### src/lpmc_pkg.sv
package lpmc_pkg;
   localparam logic [7:0] LPMC_OFF_CTRL = 8'h00;
   localparam logic [7:0] LPMC_OFF_STS = 8'h04;
   // control register fields
   localparam int LPMC_CTRL_LPSEL = 0;
   localparam int LPMC_CTRL_PDSEL = 1;
   localparam int LPMC_CTRL_WUCLR = 2;
   localparam int LPMC_CTRL_SBCLR = 3;
   localparam int LPMC_CTRL_PVDEN = 4;
   localparam int LPMC_CTRL_PLSEL_LO = 5;
   localparam int LPMC_CTRL_BPWEN = 8;
   localparam logic [31:0] LPMC_CTRL_RESET = 32'h0000_0000;
   localparam logic [31:0] LPMC_CTRL_WMASK = 32'h0000_01F3;
   // status register fields
   localparam int LPMC_STS_WUEF = 0;
   localparam int LPMC_STS_SBF = 1;
   localparam int LPMC_STS_PVDO = 2;
   localparam int LPMC_STS_WKCFG = 8;
   localparam logic [31:0] LPMC_STS_RESET = 32'h0000_0000;
   // wake flag clear takes effect after two system clocks
   localparam int LPMC_WUCLR_DELAY = 2;
   // timing: clock period and wake-up latencies
   localparam int LPMC_CLK_PERIOD_NS = 100;
   localparam int LPMC_HSI_START_NS = 2000;
   localparam int LPMC_REG_WAKE_NS = 3000;
   localparam int LPMC_CHIP_RESET_NS = 100000;
   localparam int LPMC_HSI_START_CYC = (LPMC_HSI_START_NS + LPMC_CLK_PERIOD_NS - 1) / LPMC_CLK_PERIOD_NS;
   localparam int LPMC_REG_WAKE_CYC = (LPMC_REG_WAKE_NS + LPMC_CLK_PERIOD_NS - 1) / LPMC_CLK_PERIOD_NS;
   localparam int LPMC_CHIP_RESET_CYC = (LPMC_CHIP_RESET_NS + LPMC_CLK_PERIOD_NS - 1) / LPMC_CLK_PERIOD_NS;
   typedef enum logic [2:0] {
      LPMC_RUN = 3'b000,
      LPMC_SLEEP = 3'b001,
      LPMC_STOP = 3'b010,
      LPMC_STOP_WAKE = 3'b011,
      LPMC_STANDBY = 3'b100,
      LPMC_SB_WAKE = 3'b101
   } lpmc_state_t;
endpackage

### src/lpmc_delay.sv
`timescale 1ns/1ps
// loadable down counter, done is a one-cycle pulse
module lpmc_delay #(
   parameter int WIDTH = 16
) (
   input wire logic clock,
   input wire logic reset_n,
   input wire logic load,
   input wire logic [WIDTH-1:0] count,
   output logic done
);
   logic [WIDTH-1:0] cnt_r;
   logic busy_r;

   always_ff @(posedge clock or negedge reset_n) begin
      if (!reset_n) begin
         cnt_r <= '0;
         busy_r <= 1'b0;
         done <= 1'b0;
      end else begin
         done <= 1'b0;
         if (load) begin
            cnt_r <= count;
            busy_r <= 1'b1;
         end else if (busy_r) begin
            if (cnt_r <= 1) begin
               busy_r <= 1'b0;
               done <= 1'b1;
            end else begin
               cnt_r <= cnt_r - 1'b1;
            end
         end
      end
   end
endmodule

### src/lpmc_ctrl.sv
`timescale 1ns/1ps
//////////////////////////////////////////////////////////////////////////////
module lpmc_ctrl
   import lpmc_pkg::*;
#(
   parameter int STOP_WAKE_CYC = LPMC_HSI_START_CYC + LPMC_REG_WAKE_CYC,
   parameter int STANDBY_WAKE_CYC = LPMC_CHIP_RESET_CYC
) (
   input wire logic clock,
   input wire logic reset_n,
   input wire logic reg_sel,
   input wire logic reg_write,
   input wire logic [7:0] reg_addr,
   input wire logic [31:0] reg_wdata,
   output logic [31:0] reg_rdata,
   input wire logic wfi_exec,
   input wire logic wfe_exec,
   input wire logic deep_sleep_select,
   input wire logic sleep_on_isr_exit,
   input wire logic isr_return,
   input wire logic irq_pending,
   input wire logic wake_event,
   input wire logic wakeup_pin,
   input wire logic rtc_wake,
   input wire logic external_reset_pin_n,
   input wire logic independent_watchdog_rst,
   input wire logic pvd_below,
   output logic core_clk_en,
   output logic periph_clk_en,
   output logic regulator_lowpower,
   output logic core_power_off,
   output logic wake_by_irq,
   output logic wake_by_event,
   output logic chip_restart,
   output logic [2:0] power_mode
);
   lpmc_state_t state_r, state_nxt;
   logic [31:0] ctrl_r;
   logic wuef_r, sbf_r, wkcfg_r;
   logic wfe_entry_r, pending_sleep_r, stop_lp_r;
   logic [1:0] wuclr_r;
   logic [2:0] pin_sync_r, external_reset_pin_sync_r, rtc_sync_r, pvd_sync_r;
   logic pin_rise, external_reset_pin_low, rtc_on, wait_exec, wake_cond, dly_load, dly_done;
   logic [31:0] dly_count;
   logic wr_ctrl, wr_sts;

   //////////////////////////////////////////////////////////////////////////
   // pin synchronisers, bit 0 only feeds bit 1
   always_ff @(posedge clock or negedge reset_n) begin
      if (!reset_n) begin
         pin_sync_r <= 3'h0;
         external_reset_pin_sync_r <= 3'h7;
         rtc_sync_r <= 3'h0;
         pvd_sync_r <= 3'h0;
      end else begin
         pin_sync_r <= {pin_sync_r[1:0], wakeup_pin};
         external_reset_pin_sync_r <= {external_reset_pin_sync_r[1:0], external_reset_pin_n};
         rtc_sync_r <= {rtc_sync_r[1:0], rtc_wake};
         pvd_sync_r <= {pvd_sync_r[1:0], pvd_below};
      end
   end
   assign pin_rise = pin_sync_r[1] & ~pin_sync_r[2];
   assign external_reset_pin_low = ~external_reset_pin_sync_r[1];
   assign rtc_on = rtc_sync_r[1];

   //////////////////////////////////////////////////////////////////////////
   // register access
   assign wr_ctrl = reg_sel && reg_write && reg_addr == LPMC_OFF_CTRL;
   assign wr_sts = reg_sel && reg_write && reg_addr == LPMC_OFF_STS;

   always_ff @(posedge clock or negedge reset_n) begin
      if (!reset_n) begin
         ctrl_r <= LPMC_CTRL_RESET;
      end else if (state_r == LPMC_SB_WAKE && dly_done) begin
         ctrl_r <= LPMC_CTRL_RESET;
      end else if (wr_ctrl) begin
         ctrl_r <= reg_wdata & LPMC_CTRL_WMASK;
      end
   end

   always_ff @(posedge clock or negedge reset_n) begin
      if (!reset_n) begin
         wkcfg_r <= 1'b0;
      end else if (wr_sts) begin
         wkcfg_r <= reg_wdata[LPMC_STS_WKCFG];
      end
   end

   // wake flag clear lands two clocks after the write
   always_ff @(posedge clock or negedge reset_n) begin
      if (!reset_n) begin
         wuclr_r <= 2'h0;
      end else begin
         wuclr_r <= {wuclr_r[0], wr_ctrl & reg_wdata[LPMC_CTRL_WUCLR]};
      end
   end

   // set wins over clear
   always_ff @(posedge clock or negedge reset_n) begin
      if (!reset_n) begin
         wuef_r <= 1'b0;
      end else if ((pin_rise && wkcfg_r) || rtc_on) begin
         wuef_r <= 1'b1;
      end else if (wuclr_r[LPMC_WUCLR_DELAY-1]) begin
         wuef_r <= 1'b0;
      end
   end

   always_ff @(posedge clock or negedge reset_n) begin
      if (!reset_n) begin
         sbf_r <= 1'b0;
      end else if (state_r == LPMC_STANDBY) begin
         sbf_r <= 1'b1;
      end else if (wr_ctrl && reg_wdata[LPMC_CTRL_SBCLR]) begin
         sbf_r <= 1'b0;
      end
   end

   always_comb begin
      reg_rdata = 32'h0000_0000;
      if (reg_addr == LPMC_OFF_CTRL) begin
         reg_rdata = ctrl_r;
      end else if (reg_addr == LPMC_OFF_STS) begin
         reg_rdata[LPMC_STS_WUEF] = wuef_r;
         reg_rdata[LPMC_STS_SBF] = sbf_r;
         reg_rdata[LPMC_STS_PVDO] = pvd_sync_r[1] & ctrl_r[LPMC_CTRL_PVDEN] & (state_r != LPMC_STANDBY);
         reg_rdata[LPMC_STS_WKCFG] = wkcfg_r;
      end
   end

   //////////////////////////////////////////////////////////////////////////
   // mode sequencer
   assign wait_exec = wfi_exec | wfe_exec;
   assign wake_cond = wfe_entry_r ? wake_event : irq_pending;

   always_ff @(posedge clock or negedge reset_n) begin
      if (!reset_n) begin
         pending_sleep_r <= 1'b0;
      end else if (state_r == LPMC_RUN && wait_exec && sleep_on_isr_exit && !isr_return) begin
         pending_sleep_r <= 1'b1;
      end else if (isr_return || state_r != LPMC_RUN) begin
         pending_sleep_r <= 1'b0;
      end
   end

   always_comb begin
      state_nxt = state_r;
      dly_load = 1'b0;
      dly_count = 32'h0000_0000;
      case (state_r)
         LPMC_RUN: begin
            if ((wait_exec && !sleep_on_isr_exit) || (pending_sleep_r && isr_return)) begin
               if (!deep_sleep_select) begin
                  state_nxt = LPMC_SLEEP;
               end else if (!ctrl_r[LPMC_CTRL_PDSEL]) begin
                  state_nxt = LPMC_STOP;
               end else if (!wuef_r) begin
                  state_nxt = LPMC_STANDBY;
               end
            end
         end
         LPMC_SLEEP: begin
            if (wake_cond) begin
               state_nxt = LPMC_RUN;
            end
         end
         LPMC_STOP: begin
            if (wake_cond) begin
               state_nxt = LPMC_STOP_WAKE;
               dly_load = 1'b1;
               dly_count = stop_lp_r ? 32'(STOP_WAKE_CYC) : 32'(LPMC_HSI_START_CYC);
            end
         end
         LPMC_STOP_WAKE: begin
            if (dly_done) begin
               state_nxt = LPMC_RUN;
            end
         end
         LPMC_STANDBY: begin
            if ((pin_rise && wkcfg_r) || rtc_on || external_reset_pin_low || independent_watchdog_rst) begin
               state_nxt = LPMC_SB_WAKE;
               dly_load = 1'b1;
               dly_count = 32'(STANDBY_WAKE_CYC);
            end
         end
         LPMC_SB_WAKE: begin
            if (dly_done) begin
               state_nxt = LPMC_RUN;
            end
         end
         default: state_nxt = LPMC_RUN;
      endcase
   end

   always_ff @(posedge clock or negedge reset_n) begin
      if (!reset_n) begin
         state_r <= LPMC_RUN;
      end else begin
         state_r <= state_nxt;
      end
   end

   always_ff @(posedge clock or negedge reset_n) begin
      if (!reset_n) begin
         wfe_entry_r <= 1'b0;
         stop_lp_r <= 1'b0;
      end else if (state_r == LPMC_RUN && state_nxt != LPMC_RUN) begin
         wfe_entry_r <= wfe_exec & ~wfi_exec;
         stop_lp_r <= ctrl_r[LPMC_CTRL_LPSEL];
      end
   end

   lpmc_delay #(
      .WIDTH(32)
   ) u_delay (
      .clock(clock),
      .reset_n(reset_n),
      .load(dly_load),
      .count(dly_count),
      .done(dly_done)
   );

   //////////////////////////////////////////////////////////////////////////
   // registered mode outputs
   always_ff @(posedge clock or negedge reset_n) begin
      if (!reset_n) begin
         core_clk_en <= 1'b1;
         periph_clk_en <= 1'b1;
         regulator_lowpower <= 1'b0;
         core_power_off <= 1'b0;
         chip_restart <= 1'b0;
         wake_by_irq <= 1'b0;
         wake_by_event <= 1'b0;
         power_mode <= 3'h0;
      end else begin
         core_clk_en <= (state_nxt == LPMC_RUN);
         periph_clk_en <= (state_nxt == LPMC_RUN) || (state_nxt == LPMC_SLEEP);
         regulator_lowpower <= ((state_nxt == LPMC_STOP) && (state_r == LPMC_STOP ? stop_lp_r
                              : ctrl_r[LPMC_CTRL_LPSEL]));
         core_power_off <= (state_nxt == LPMC_STANDBY) || (state_nxt == LPMC_SB_WAKE);
         chip_restart <= (state_r == LPMC_SB_WAKE) && dly_done;
         wake_by_irq <= (state_r != LPMC_RUN) && (state_r != LPMC_SB_WAKE) && (state_r != LPMC_STANDBY)
                        && (state_nxt == LPMC_RUN) && !wfe_entry_r;
         wake_by_event <= (state_r != LPMC_RUN) && (state_r != LPMC_SB_WAKE) && (state_r != LPMC_STANDBY)
                          && (state_nxt == LPMC_RUN) && wfe_entry_r;
         power_mode <= state_nxt;
      end
   end
endmodule

### config.mk
export PLATFORM = sky130hd
export DESIGN_NAME = lpmc_ctrl
export DESIGN_NICKNAME = d
export VERILOG_FILES = /design/src/lpmc_pkg.sv /design/src/lpmc_delay.sv /design/src/lpmc_ctrl.sv
export SDC_FILE = /design/constraint.sdc
export NUM_CORES = 1
export LEC_CHECK = 0
export BUFFER_PORTS_ARGS = -buffer_cell sky130_fd_sc_hd__buf_2
export CAP_MARGIN = 10
export CELL_PAD_IN_SITES_DETAIL_PLACEMENT = 0
export CELL_PAD_IN_SITES_GLOBAL_PLACEMENT = 1
export CORE_MARGIN = 1
export CORE_UTILIZATION = 35
export DETAILED_ROUTE_END_ITERATION = 10
export HOLD_SLACK_MARGIN = 0.12
export MAX_ROUTING_LAYER = met4
export PLACE_DENSITY = 0.78
export SYNTH_ARGS = -nofsm -noshare
export SYNTH_HDL_FRONTEND = slang
export SYNTH_SLANG_ARGS = --single-unit
### constraint.sdc
create_clock -name clock -period 2.4 [get_ports clock]
set_input_delay 0.24 -clock clock [delete_from_list [all_inputs] [get_ports clock]]
set_output_delay 0.24 -clock clock [all_outputs]
set_load 0.05 [all_outputs]
==> flow_summary.toml <==
[run_status]
status = "complete, no violations"

[yosys]
synth.most_common_cell = "dfrtp_1"
synth_edf_count = 0
synth-async-reset-ratio_pct = 100
synthFlopType = "dfrtp_1"
synth_top_area_share_pct = 45.3
synth_top_area_cell = "dfrtp_1"
synth_cells = 357
synth-seq-area-share_pct = 48.3
synthesis.area_um2 = 3530
netlist_top_cells_area = "dfrtp_1 (45%), buf_4 (5.1%), mux2i_1 (3.7%), or3_1 (3.4%), a21oi_1 (3.0%)"
synth_warnings = 0
synth.distinct_cells = 56
yosys-top-cells-count = "dfrtp_1 (64), buf_4 (24), nand2_1 (22)"
synth.avg_cell_area_um2 = 9.90
ys_ff_latch = 68

[timing]
report.final.setup_viol = 0
final_hold_viol_count = 0
finalCritPeriodShare_pct = 97.4
worst_slew_pin_slew_ps = 731
drv_slew = 0
fin_ws_ps = 62.9
skew_ps = 10.8
clock.fmax_ghz = 0.428
min_period_ps = 2340
rsz0062_at_grt = "yes"
relSlewSlack_pct = 51.3

[global_routing]
grt_start_max_net_pins = 31
track_usage_pct = 16.3
first_global_vias = 2653
grt_remaining_overflow = 0
antenna_found_initial = 0
grt_pass1_wl_um = 12800

[worst_setup_path]
crit_type = "reg2reg"
crit_arrival_ps = 2590
critPathLaunchType = "flop"
required_ps = 2650
endpoint_kind = "flop"
reg2reg_depth = 5
worstReg2RegStart = "u_delay.cnt_r[2]"
startpoint = "u_delay.cnt_r[2]"
worstPathMaxFanout = 8

[floorplan]
die_h_um = 102
die_area_um2 = 10500
io_pins = 98
initial_utilization_pct = 36.2
die_w_um = 102
core_area_um2 = 9770
placementRows = 36

[drt]
firstDrtPassIters = 4
wl_met2_um = 3740
wire_per_inst_um = 13.8
drt_iter0_drc = 116
wl_met1_um = 3880
route.detailed.drc = 0
top_layer = "met4"
wl_um = 8140
wl_met3_um = 365
viasPerCell = 5.17
drtAntennaViolNets = 0
num_vias = 3040

[placement]
preCtsSetupSlack_ps = -42.0
placed_area_um2 = 4100
hpwl_um = 5940
io_buffers = 50
gp_congestion = 0.790
placed_cells = 564

[clock_tree]
cts_root_buf = "clkbuf_8"
clk_path_buf_depth = 2
path_clk_slew_ps = 80
insertion_delay_ps = 360
htreeDepth = 3
cts_tree = "built"
cts.sinks = 68
cts_made_buffers = 9

[finish]
drive_above_1_share_pct = 29.0
stdcell_count = 588
final_cell_area_um2 = 4410
area_delta_synth_final_pct = 24.9
final_util_pct = 45.2
num-nets-final = 508
antennaDiodeCount = 0

[hold_path]
min_path_type = "in2reg"
holdPathStages = 3
hold_start = "reg_wdata[1]"

[power]
power.share.clock_pct = 17.5
finalPower_w = 0.00491
internal_power_w = 0.00276
vdd_drop_max_mv = 0.370
combinationalPowerShare_pct = 48.2
p_sw_share_pct = 43.9
leakagePower_nw = 2.13
p_seq_share_pct = 34.3
powerDensity_nw_per_um2 = 1110
netSwitchingPower_w = 0.00215

[flow_run]
cap_viol_max_count = 0
-- power by group through the flow --
| stage | clock network [W] | registers (W) | logic, W |
|---|---|---|---|
| floorplan | 0 | 0.00175 | 0.00145 |
| global placement | 0 | 0.00167 | 0.00217 |
| detailed placement | 0 | 0.00169 | 0.00223 |
| CTS | 0.000881 | 0.00167 | 0.00228 |
| global route | 0.000937 | 0.00172 | 0.00259 |
| finish | 0.000858 | 0.00168 | 0.00237 |
-- cell usage in the layout, fill, tap and decap left out, drive strengths merged, types with 4 or more instances in the layout --
| master | Yosys | final |
|---|---|---|
| nand3 | 11 | 11 |
| or3 | 20 | 20 |
| nand2b | 7 | 7 |
| inv | 13 | 14 |
| dfstp | 4 | 4 |
| dfrtp | 64 | 64 |
| a21oi | 21 | 21 |
| clkinv | 0 | 5 |
| mux2 | 5 | 5 |
| nor2 | 21 | 21 |
| nor3 | 10 | 10 |
| nor4 | 14 | 14 |
| o21ai | 13 | 13 |
| o31ai | 8 | 8 |
| o211ai | 7 | 7 |
| mux2i | 13 | 13 |
| or2 | 5 | 5 |
| or4 | 14 | 14 |
| and2 | 5 | 5 |
| dlygate4sd3 | 0 | 7 |
| conb | 1 | 24 |
| clkbuf | 9 | 9 |
| nand2 | 22 | 22 |
| buf | 26 | 87 |
-- critical path, stage by stage, from the launching register on --
cell and delay [ps]:
dfrtp_1 440, or4b_1 580, or3_4 360, or3_4 390, o31a_1 290, o21a_1 180
-- repair_timing --
item / CTS / global route
buffers inserted: 0 / 1
pin swaps: 0 / 2
gates resized for setup: 4 / 9
hold buffers: 7 / 0
setup endpoints to repair: 6 / 17
hold endpoints to repair: 32 / 0
-- stage by stage --
step	hold slack, ps	setup TNS (ps)
final	131	0
after global routing	128	-13.1
after CTS	122	-0.0608
after detailed placement	336	-115
after global placement	332	0
after floorplan	-55.6	0
-- state kept, by name (all words and copies together) (netlist names), 2 cells and up --
name,cells
external_reset_pin_sync_r,2
u_delay.cnt_r,32
ctrl_r,7
pin_sync_r,3
power_mode,3
wuclr_r,2
pvd_sync_r,2
rtc_sync_r,2
-- routing by layer --
| metal | up-vias | GRT usage, % |
|---|---|---|
| met5 | - | - |
| met3 | 12 | 2.98 |
| met4 | 0 | 7.25 |
| met1 | 1481 | 21.6 |
| met2 | 83 | 24.4 |
| li1 | 1464 | - |
-- layout make-up --
| class | count | area, µm² |
|---|---|---|
| Sequential cell | 68 | 1710 |
| Clock inverter | 7 | 52.6 |
| Clock buffer | 9 | 124 |
| Inverter | 13 | 48.8 |
| Fill cell | 967 | 5360 |
| Tap cell | 133 | 166 |
| Multi-Input combinational cell | 264 | 1710 |
| Timing Repair Buffer | 94 | 611 |
-- final timing paths --
check	to	slack, ps
worst max-delay path	u_delay.cnt_r[21]	60
worst min-delay path	ctrl_r[1]	130
worst max register to register	u_delay.cnt_r[21]	60
worst min register to register	wuclr_r[1]	350
max in group asynchronous	external_reset_pin_sync_r[0]	1240
min in group asynchronous	u_delay.cnt_r[29]	470
-- kinds of logic after synthesis --
| logic type | synth area share, % |
|---|---|
| XOR/XNOR | 0.496 |
| AO/OA/AOI/OAI | 13.3 |
| other | 0.106 |
| adder cells (fa/ha/maj) | 0.708 |
| AND/OR/NAND/NOR | 24.0 |
| flip-flops | 48.3 |
| multiplexers | 5.27 |
| buffers and inverters | 7.75 |
(Power assumes the default switching activity.)
